--- src/shared/rsf_cfg.svh ---
// timing, offsets and field positions for the serial frame and command block
// assumes a 100 MHz system clock
`ifndef RSF_CFG_SVH
`define RSF_CFG_SVH

`define RSF_CLK_MHZ        100
`define RSF_CHAR_TIME_US   573
`define RSF_SILENCE_TIME_NS 2005000
`define RSF_SILENCE_CYC    ((`RSF_SILENCE_TIME_NS * `RSF_CLK_MHZ) / 1000)
`define RSF_CHAR_CYC       (`RSF_CHAR_TIME_US * `RSF_CLK_MHZ)
`define RSF_MAX_BYTES      64
`define RSF_BCAST_ADDR     8'h00
`define RSF_FC_WRITE_ONE   8'h06
`define RSF_REG_CMD_WORD   16'h02AA
`define RSF_REG_SPEED      16'h02AB
`define RSF_CMD_RESET      16'h0000
`define RSF_SPEED_RESET    16'h0000
`define RSF_CRC_INIT       16'hFFFF
`define RSF_CRC_POLY       16'hA001
`define RSF_BIT_RUN        0
`define RSF_BIT_ENABLE     1
`define RSF_BIT_DIR        2
`define RSF_BIT_JOG        3
`define RSF_BIT_REMOTE     4
`define RSF_BIT_RAMP2      5
`define RSF_BIT_FAULT_RST  7
`define RSF_CMD_USED_MASK  16'h00BF

`endif

--- src/shared/rsf_pkg.sv ---
// types for the serial frame and command block
// assumes rsf_cfg.svh for numeric constants
package rsf_pkg;
	typedef struct packed {
		logic run;
		logic enable;
		logic forward;
		logic jog;
		logic remote;
		logic ramp2;
		logic fault_reset;
	} rsf_cmd_t;

	typedef struct packed {
		logic [7:0] data;
		logic       valid;
	} rsf_byte_t;

	typedef enum logic [1:0] {
		RSF_IDLE,
		RSF_RECV,
		RSF_DROP,
		RSF_SEND
	} rsf_state_t;
endpackage

--- src/logic/rsf_frame_cmd.sv ---
// rtu slave frame delimiting, address/crc check and serial command registers
// assumes a uart outside delivers received bytes and sends reply bytes,
// with byte format set by that uart; only function 06 writes are handled here
//
// Functional notes
// RL1 - command word and speed setpoint are written only from the serial link
// RL2 - command bits act only when serial control source is selected; bit 2 still steers dir_forward_out whenever serial_ref_sel_in is set
// RL3 - bit 0 runs up accel ramp when set, decel stop when clear
// RL4 - bit 1 enables drive when set, removes motor supply when clear
// RL5 - bit 2 keeps reference direction when set, reverses when clear
// RL6 - bit 3 enables jog when set
// RL7 - bit 4 selects remote when set, local when clear
// RL8 - bit 5 selects second ramp pair when set
// RL9 - bit 7 resets a fault; bits 6 and 8-15 reserved
// RL10 - speed setpoint signed 16 bits, resets to zero, used only if serial source
// RL11 - setpoint 8192 means rated frequency, zero means zero speed
// RL12 - final direction is setpoint sign, inverted when bit 2 clear
// RL13 - binary rtu framing only; byte format follows a setting
// RL14 - telegram is address, function, data, two check bytes
// RL15 - one master starts every exchange; only addressed slave replies
// RL16 - reply starts with own configured slave address
// RL17 - address zero is processed but never answered
// RL18 - crc-16 sent low byte first then high byte
// RL19 - silence of 3.5 character times delimits telegrams
// RL20 - overlong gap inside a telegram discards bytes so far
// RL21 - above 19200 bit/s use 573 us character and 2.005 ms silence
// RL22 - telegrams at most 64 bytes
// RL23 - bad crc or foreign address drops the telegram silently
`timescale 1ns/100ps
`include "rsf_cfg.svh"

module rsf_frame_cmd (
	// clock and reset
	input  wire logic              clk_in,
	input  wire logic              nrst_in,
	// received bytes from the uart
	input  wire logic              rx_valid_in,
	input  wire logic [7:0]        rx_data_in,
	// reply bytes to the uart
	output logic                   tx_valid_out,
	output logic [7:0]             tx_data_out,
	input  wire logic              tx_ready_in,
	// configuration from the drive
	input  wire logic [7:0]        slave_addr_in,
	input  wire logic [15:0]       silence_cyc_in,
	input  wire logic              serial_ctrl_sel_in,
	input  wire logic              serial_ref_sel_in,
	// commands to the drive
	output rsf_pkg::rsf_cmd_t      cmd_out,
	output logic signed [15:0]     speed_ref_out,
	output logic                   dir_forward_out,
	// register readback for other sources
	output logic [15:0]            serial_command_word_out,
	output logic [15:0]            serial_speed_setpoint_out,
	// frame status
	output logic                   frame_drop_out
);

	// ------------------------------------------------------------
	// helpers
	// ------------------------------------------------------------
	function automatic logic [15:0] crc_step(input logic [15:0] c, input logic [7:0] b);
		logic [15:0] r;
		r = c ^ {8'h00, b};
		for (int i = 0; i < 8; i++) begin
			r = r[0] ? ((r >> 1) ^ `RSF_CRC_POLY) : (r >> 1);
		end
		return r;
	endfunction

	function automatic logic addr_hit(input logic [7:0] a, input logic [7:0] own);
		return (a == own) || (a == `RSF_BCAST_ADDR);
	endfunction

	// ------------------------------------------------------------
	// input synchronisers and state
	// ------------------------------------------------------------
	logic                rx_v_s1;
	logic                rx_v_s2;
	logic                rx_v_d;
	logic [7:0]          rx_d_s1;
	logic [7:0]          rx_d_s2;
	logic                rx_stb;
	rsf_pkg::rsf_state_t state;
	logic [7:0]          buf_mem [0:`RSF_MAX_BYTES-1];
	logic [6:0]          count;
	logic [15:0]         crc;
	logic [22:0]         gap;
	logic [22:0]         gap_lim;
	logic                gap_done;
	logic [15:0]         cmd_word;
	logic [15:0]         speed_sp;
	logic [7:0]          tx_buf [0:7];
	logic [3:0]          tx_idx;
	logic [3:0]          tx_len;
	logic                frame_ok;
	logic [15:0]         w_reg;
	logic [15:0]         w_val;

	// rx is asynchronous to this clock; strobe is the rising edge of the second stage against its delayed copy
	always_ff @(posedge clk_in or negedge nrst_in) begin
		if (!nrst_in) begin
			rx_v_s1 <= 1'b0;
			rx_v_s2 <= 1'b0;
			rx_v_d  <= 1'b0;
			rx_d_s1 <= 8'h00;
			rx_d_s2 <= 8'h00;
		end else begin
			rx_v_s1 <= rx_valid_in;
			rx_v_s2 <= rx_v_s1;
			rx_v_d  <= rx_v_s2;
			rx_d_s1 <= rx_data_in;
			rx_d_s2 <= rx_d_s1;
		end
	end
	assign rx_stb = rx_v_s2 & ~rx_v_d;                 // see RL13

	// ------------------------------------------------------------
	// silence timer
	// ------------------------------------------------------------
	// floor at the 19200 bit/s silence so faster links keep that gap
	assign gap_lim  = ({7'h00, silence_cyc_in} < 23'(`RSF_SILENCE_CYC)) ?
		23'(`RSF_SILENCE_CYC) : {7'h00, silence_cyc_in};   // see RL21
	assign gap_done = (gap >= gap_lim);                   // see RL19

	always_ff @(posedge clk_in or negedge nrst_in) begin
		if (!nrst_in) begin
			gap <= 23'h000000;
		end else if (rx_stb) begin
			gap <= 23'h000000;
		end else if (!gap_done) begin
			gap <= gap + 23'h000001;
		end
	end

	// ------------------------------------------------------------
	// telegram decode
	// ------------------------------------------------------------
	assign w_reg    = {buf_mem[2], buf_mem[3]};
	assign w_val    = {buf_mem[4], buf_mem[5]};
	// crc over the whole telegram including check bytes nets to zero
	assign frame_ok = (count >= 7'h04) && (crc == 16'h0000)
		&& addr_hit(buf_mem[0], slave_addr_in);           // see RL14 see RL18 see RL23

	// ------------------------------------------------------------
	// receive / reply state machine
	// ------------------------------------------------------------
	always_ff @(posedge clk_in or negedge nrst_in) begin
		if (!nrst_in) begin
			state          <= rsf_pkg::RSF_IDLE;
			count          <= 7'h00;
			crc            <= `RSF_CRC_INIT;
			tx_idx         <= 4'h0;
			tx_len         <= 4'h0;
			frame_drop_out <= 1'b0;
		end else begin
			frame_drop_out <= 1'b0;
			case (state)
				rsf_pkg::RSF_IDLE: begin
					// a byte here starts a new telegram; the silence timer is not checked in this state
					if (rx_stb) begin
						count <= 7'h01;
						crc   <= crc_step(`RSF_CRC_INIT, rx_d_s2);   // see RL19
						state <= rsf_pkg::RSF_RECV;
					end
				end
				rsf_pkg::RSF_RECV: begin
					// byte after an overlong gap restarts the telegram
					if (rx_stb && gap_done) begin
						count <= 7'h01;                                 // see RL20
						crc   <= crc_step(`RSF_CRC_INIT, rx_d_s2);
					end else if (rx_stb) begin
						if (count == 7'(`RSF_MAX_BYTES)) begin
							state <= rsf_pkg::RSF_DROP;             // see RL22
						end else begin
							count <= count + 7'h01;
							crc   <= crc_step(crc, rx_d_s2);
						end
					end else if (gap_done) begin
						// end of telegram after silence
						if (!frame_ok) begin
							frame_drop_out <= 1'b1;                 // see RL23
							state          <= rsf_pkg::RSF_IDLE;
						end else if (buf_mem[0] == `RSF_BCAST_ADDR
							|| buf_mem[1] != `RSF_FC_WRITE_ONE || count != 7'h08) begin
							state <= rsf_pkg::RSF_IDLE;             // see RL17
						end else begin
							tx_idx <= 4'h0;
							tx_len <= 4'h8;
							state  <= rsf_pkg::RSF_SEND;            // see RL15
						end
					end
				end
				rsf_pkg::RSF_DROP: begin
					// overlong telegram is thrown away until silence
					if (gap_done && !rx_stb) begin
						frame_drop_out <= 1'b1;
						state          <= rsf_pkg::RSF_IDLE;
					end
				end
				rsf_pkg::RSF_SEND: begin
					if (tx_ready_in) begin
						if (tx_idx == tx_len - 4'h1) begin
							state <= rsf_pkg::RSF_IDLE;
						end
						tx_idx <= tx_idx + 4'h1;
					end
				end
				default: state <= rsf_pkg::RSF_IDLE;
			endcase
		end
	end
	// receive buffer
	always_ff @(posedge clk_in) begin
		if (rx_stb && (state == rsf_pkg::RSF_IDLE || gap_done)) begin
			buf_mem[0] <= rx_d_s2;
		end else if (rx_stb && (state == rsf_pkg::RSF_RECV)
			&& (count < 7'(`RSF_MAX_BYTES))) begin
			buf_mem[count[5:0]] <= rx_d_s2;
		end
	end

	// ------------------------------------------------------------
	// reply: echo of the write with own address and fresh crc
	// ------------------------------------------------------------
	logic [15:0] reply_crc;
	always_comb begin
		reply_crc = `RSF_CRC_INIT;
		reply_crc = crc_step(reply_crc, slave_addr_in);
		for (int i = 1; i < 6; i++) begin
			reply_crc = crc_step(reply_crc, buf_mem[i]);
		end
	end

	always_ff @(posedge clk_in) begin
		if (state == rsf_pkg::RSF_RECV && gap_done) begin
			tx_buf[0] <= slave_addr_in;                      // see RL16
			tx_buf[1] <= buf_mem[1];
			tx_buf[2] <= buf_mem[2];
			tx_buf[3] <= buf_mem[3];
			tx_buf[4] <= buf_mem[4];
			tx_buf[5] <= buf_mem[5];
			tx_buf[6] <= reply_crc[7:0];                     // see RL18
			tx_buf[7] <= reply_crc[15:8];
		end
	end

	assign tx_valid_out = (state == rsf_pkg::RSF_SEND);
	always_ff @(posedge clk_in or negedge nrst_in) begin
		if (!nrst_in) begin
			tx_data_out <= 8'h00;
		end else begin
			tx_data_out <= tx_buf[tx_idx[2:0]];
		end
	end

	// ------------------------------------------------------------
	// command registers: written only by a valid serial write
	// ------------------------------------------------------------
	logic do_write;
	assign do_write = (state == rsf_pkg::RSF_RECV) && !rx_stb && gap_done && frame_ok
		&& buf_mem[1] == `RSF_FC_WRITE_ONE && count == 7'h08;   // see RL1 see RL17

	always_ff @(posedge clk_in or negedge nrst_in) begin
		if (!nrst_in) begin
			cmd_word <= `RSF_CMD_RESET;
		end else if (do_write && w_reg == `RSF_REG_CMD_WORD) begin
			cmd_word <= w_val & `RSF_CMD_USED_MASK;          // see RL9
		end
	end

	always_ff @(posedge clk_in or negedge nrst_in) begin
		if (!nrst_in) begin
			speed_sp <= `RSF_SPEED_RESET;                    // see RL10
		end else if (do_write && w_reg == `RSF_REG_SPEED) begin
			speed_sp <= w_val;
		end
	end

	assign serial_command_word_out   = cmd_word;
	assign serial_speed_setpoint_out = speed_sp;

	// ------------------------------------------------------------
	// command outputs, forced to zero unless serial source selected
	// ------------------------------------------------------------
	always_ff @(posedge clk_in or negedge nrst_in) begin
		if (!nrst_in) begin
			cmd_out <= '0;
		end else if (serial_ctrl_sel_in) begin                    // see RL2
			cmd_out.run         <= cmd_word[`RSF_BIT_RUN];        // see RL3
			cmd_out.enable      <= cmd_word[`RSF_BIT_ENABLE];     // see RL4
			cmd_out.forward     <= cmd_word[`RSF_BIT_DIR];        // see RL5
			cmd_out.jog         <= cmd_word[`RSF_BIT_JOG];        // see RL6
			cmd_out.remote      <= cmd_word[`RSF_BIT_REMOTE];     // see RL7
			cmd_out.ramp2       <= cmd_word[`RSF_BIT_RAMP2];      // see RL8
			cmd_out.fault_reset <= cmd_word[`RSF_BIT_FAULT_RST];  // see RL9
		end else begin
			cmd_out <= '0;
		end
	end

	// scale passes through: 8192 is rated frequency
	always_ff @(posedge clk_in or negedge nrst_in) begin
		if (!nrst_in) begin
			speed_ref_out   <= 16'sh0000;
			dir_forward_out <= 1'b0;
		end else if (serial_ref_sel_in) begin                     // see RL10
			speed_ref_out   <= speed_sp;                          // see RL11
			dir_forward_out <= (speed_sp[15] == 1'b0) ~^ cmd_word[`RSF_BIT_DIR];  // see RL12
		end else begin
			speed_ref_out   <= 16'sh0000;
			dir_forward_out <= 1'b0;
		end
	end

endmodule

--- config.mk ---
export PLATFORM = sky130hd
export DESIGN_NAME = rsf_frame_cmd
export DESIGN_NICKNAME = d
export VERILOG_FILES = /design/src/shared/rsf_pkg.sv /design/src/logic/rsf_frame_cmd.sv
export VERILOG_INCLUDE_DIRS = /design/src /design/src/shared
export SDC_FILE = /design/constraint.sdc
export NUM_CORES = 1
export LEC_CHECK = 0
export BUFFER_PORTS_ARGS = -buffer_cell sky130_fd_sc_hd__buf_2
export CAP_MARGIN = 20
export CORE_ASPECT_RATIO = 0.6
export CORE_MARGIN = 5
export CORE_UTILIZATION = 30
export DETAILED_ROUTE_END_ITERATION = 16
export HOLD_SLACK_MARGIN = 0.06
export SLEW_MARGIN = 20
export SYNTH_ARGS = -nofsm -noshare
export SYNTH_HDL_FRONTEND = slang
export SYNTH_SLANG_ARGS = --single-unit
--- constraint.sdc ---
create_clock -name clk_in -period 5.8 [get_ports clk_in]
set_input_delay 0.29 -clock clk_in [delete_from_list [all_inputs] [get_ports clk_in]]
set_output_delay 0.29 -clock clk_in [all_outputs]
set_load 0.05 [all_outputs]
==> results by group <==
Outcome
  • Run status: finished clean

Drt
  • Via count normalized by instance count: 4.56
  • 1st-pass router iterations: 5
  • Post-route antenna net violation count: 0
  • Number of remaining DRC errors: 0
  • Total wire length: 24.9 mm
  • Via count: 6,067
  • First-iteration detailed-routing DRC count: 562
  • Mean routed wirelength per cell: 18.7 um

Setup path
  • Worst Path Required: 6.20 ns
  • Maximum fanout encountered on the critical timing path: 23
  • Critical register-to-register path startpoint: gap[12]
  • Path type of the worst setup path: reg -> reg
  • Category of the worst setup path capture point: flop
  • Slowest CP cell: sky130_fd_sc_hd__and2_2
  • CP Cell Sequence: or3_1 -> nand4bb_1 -> a2bb2oi_1 -> o211ai_1 -> nand2_1 -> and2_2 -> nand3_2 -> mux2_1
  • CP max stage delay: 0.57 ns
  • FF-to-FF setup slack: 2.39 ns
  • Worst path arrival time: 3.81 ns
  • CP bufs+invs: 0
  • Timing startpoint of the critical path: gap[12]
  • Cell family with the largest share of critical-path delay: simple AND/OR/NAND/NOR gates
  • Worst Setup Start Kind: flop

Synth
  • Top cell type's share of synthesized area: 31.9%
  • Primary flip-flop cell chosen by synthesis mapping: sky130_fd_sc_hd__edfxtp_1
  • Largest cells by area after synthesis: sky130_fd_sc_hd__edfxtp_1 32%, sky130_fd_sc_hd__dfrtp_1 27%, sky130_fd_sc_hd__xnor2_1 8.6%
  • Netlist Area Pre-Place: 10,500 um^2
  • Fraction of synthesis flops using an asynchronous set or reset pin: 53.3%
  • Share of the yosys chip area belonging to registers: 62.5%
  • Yosys synthesis warning count: 0
  • Post-synth cell types: 56
  • Number of standard cells after synthesis: 746
  • Top cells by instance count after synthesis: 112 x sky130_fd_sc_hd__dfrtp_1, 112 x sky130_fd_sc_hd__edfxtp_1, 104 x sky130_fd_sc_hd__xnor2_1
  • Flop and latch count out of synthesis: 240
  • EDFF count, synth: 112
  • Cell taking the most area after synthesis: sky130_fd_sc_hd__edfxtp_1
  • Average cell area after synthesis: 14.1 um^2

Die
  • CORE AREA: 34,900 um^2
  • Overall die width: 252 um
  • Effective utilization at floorplan: 30.2%
  • Area of the die: 39,100 um^2
  • I/O Pins: 104
  • Die height: 155 um
  • Std-Cell Rows: 53

STA
  • Time the worst path needs with I/O delays and setup: 3.41 ns
  • Number of endpoints with negative hold slack in the final report: 0
  • Worst slew pin tran: 0.938 ns
  • Clock tree skew after final layout: 0.00866 ns
  • Setup repair after global routing missed its margin: no
  • Aggregate negative setup slack: 0 ns
  • Upper clock frequency limit: 293 MHz
  • Relative slew slack: 36.9%
  • Portion of the clock cycle consumed by the worst path in the final layout: 58.8%
  • Number of setup violations in the final report: 0
  • Max-slew violation count: 0

Global routing
  • Overall fraction of global-route tracks in use: 12.6%
  • Vias in the first global route: 5,905
  • GRT overflow: 0
  • First-pass GRT wire length: 37.8 mm
  • Antenna violations before repair: 0
  • Largest net degree at the start of global routing: 66

Finish
  • Ant. Diodes: 0
  • Layout Area Growth over Synthesis: 17.1%
  • Non-Filler Instances: 1,331
  • Fraction of final layout cells sized beyond drive strength 1: 20.5%
  • Util after Layout: 35.4%
  • Number of nets in the layout: 899

Place
  • Input/output buffers: 78
  • HPWL Detailed: 18.1 mm
  • DP Cell Count: 1,278
  • GP Congestion: 0.871

Clock network
  • Number of buffers inserted during clock tree synthesis: 23
  • Clock-pin slew on the worst setup and hold paths: 0.06 ns
  • Resized Gates After CTS: 0
  • Clk Latency, worst-skew pair: 0.52 ns
  • Maximum buffer depth of the clock tree: 3
  • Sinks on the clock net: 240
  • Clock tree from TritonCTS: done
  • Root buffer cell: sky130_fd_sc_hd__clkbuf_16
  • H-tree lvl count: 1

Worst hold path
  • Beginning of the worst hold path: slave_addr_in[7]
  • Class of the tightest hold or removal check: in -> reg

Power and ir drop
  • Pleak: 5.04 nW
  • Worst IR Drop VDD: 0.424 mV
  • Cell area power density: 384 nW/um^2

Flow run
  • Number of maximum-capacitance violations: 0
==> through the flow <==
stage | setup slack, ns | hold slack, ns | total power [mW] | instance area (um^2)
2_1_floorplan | 1.62 | -0.00559 | 3.01 | 10600
3_3_place_gp | 2.22 | 0.324 | 3.24 | 11500
3_5_place_dp | 2.21 | 0.325 | 3.25 | 11500
4_1_cts | 2.13 | 0.0837 | 4.77 | 12300
5_1_grt | 2.11 | 0.0919 | 4.98 | 12300
6_report | 2.39 | 0.103 | 4.74 | 12300
==> worst reg2reg max path, stage by stage (launching register included) <==
cell	delay [ns]
sky130_fd_sc_hd__dfrtp_1	0.42
sky130_fd_sc_hd__or3_1	0.39
sky130_fd_sc_hd__nand4bb_1	0.20
sky130_fd_sc_hd__a2bb2oi_1	0.22
sky130_fd_sc_hd__o211ai_1	0.17
sky130_fd_sc_hd__nand2_1	0.25
sky130_fd_sc_hd__and2_2	0.57
sky130_fd_sc_hd__nand3_2	0.57
sky130_fd_sc_hd__mux2_1	0.50
==> cells in the final DEF (no fill, tap or decap), types with 9 or more instances in the layout <==
| master | n |
|---|---|
| sky130_fd_sc_hd__a21oi_1 | 11 |
| sky130_fd_sc_hd__and2_1 | 33 |
| sky130_fd_sc_hd__buf_2 | 77 |
| sky130_fd_sc_hd__clkbuf_16 | 23 |
| sky130_fd_sc_hd__conb_1 | 9 |
| sky130_fd_sc_hd__dfrtp_1 | 112 |
| sky130_fd_sc_hd__dfstp_2 | 16 |
| sky130_fd_sc_hd__dlygate4sd3_1 | 13 |
| sky130_fd_sc_hd__edfxtp_1 | 112 |
| sky130_fd_sc_hd__ha_1 | 12 |
| sky130_fd_sc_hd__inv_1 | 18 |
| sky130_fd_sc_hd__mux2_1 | 23 |
| sky130_fd_sc_hd__mux2_2 | 9 |
| sky130_fd_sc_hd__mux4_2 | 16 |
| sky130_fd_sc_hd__nand2_1 | 30 |
| sky130_fd_sc_hd__nand3_1 | 20 |
| sky130_fd_sc_hd__nor2_1 | 29 |
| sky130_fd_sc_hd__nor3_1 | 12 |
| sky130_fd_sc_hd__nor4_1 | 14 |
| sky130_fd_sc_hd__o21ai_0 | 9 |
| sky130_fd_sc_hd__o21ai_1 | 9 |
| sky130_fd_sc_hd__xnor2_1 | 104 |
| sky130_fd_sc_hd__xor2_1 | 51 |
==> registers in the layout (all words and copies together), names as in the netlist, 8 cells and up <==
register / count
tx_data_out: 8
rx_d_s1: 8
speed_ref_out: 16
buf_mem: 48
serial_speed_setpoint_out: 16
crc: 16
gap: 23
tx_buf: 64
rx_d_s2: 8
==> worst paths after layout <==
path / endpoint / cells after the start
worst max-delay path: serial_speed_setpoint_out[10] / 8
worst min-delay path: tx_buf[0][7] / 1
worst max register to register: serial_speed_setpoint_out[10] / 8
worst min register to register: rx_d_s2[5] / 0
max in group asynchronous: tx_data_out[4] / 3
min in group asynchronous: rx_d_s1[0] / 2
==> layer usage <==
metal	part of all wire (%)	wire length (um)	track usage, %
met4	1.4	350	1.78
met5	0	0	0
met2	38	9400	15.8
met1	53	13200	21.5
met3	7.6	1880	3.06
==> what timing repair did <==
item / in CTS / in global routing
endpoints found under the hold margin: 75 / 0
hold buffers: 13 / 0
buffers inserted: 0 / 0
==> final cells by class <==
cell class              count  area [um^2]
fillers                  3415        22500
repair buffers             99          587
clock inverters            14          146
flip-flops and latches    240         6590
inverters                  18         67.6
multi-input cells         467         3790
clock buffers              26          587
well taps                 467          584
==> cell families (layout without fill, tap and decap cells) <==
| group | count (synthesis) | in the layout | share of synthesized area [%] |
|---|---|---|---|
| flip-flops | 240 | 240 | 62.5 |
| AND/OR/NAND/NOR | 182 | 182 | 9.56 |
| XOR/XNOR | 164 | 164 | 14.5 |
| multiplexers | 52 | 52 | 7.21 |
| AO/OA/AOI/OAI | 48 | 48 | 2.82 |
| buffers and inverters | 47 | 157 | 2.02 |
| adder cells (fa/ha/maj) | 12 | 12 | 1.42 |
| other | 1 | 9 | 0.0356 |
==> report_power, final <==
group	switching [mW]	internal (mW)	leakage, nW
logic	0.581	0.519	2.03
registers	0.157	1.98	2.65
clock network	0.644	0.860	0.360
total	1.38	3.36	5.04
Note: power is estimated with default switching activity, not from simulation.
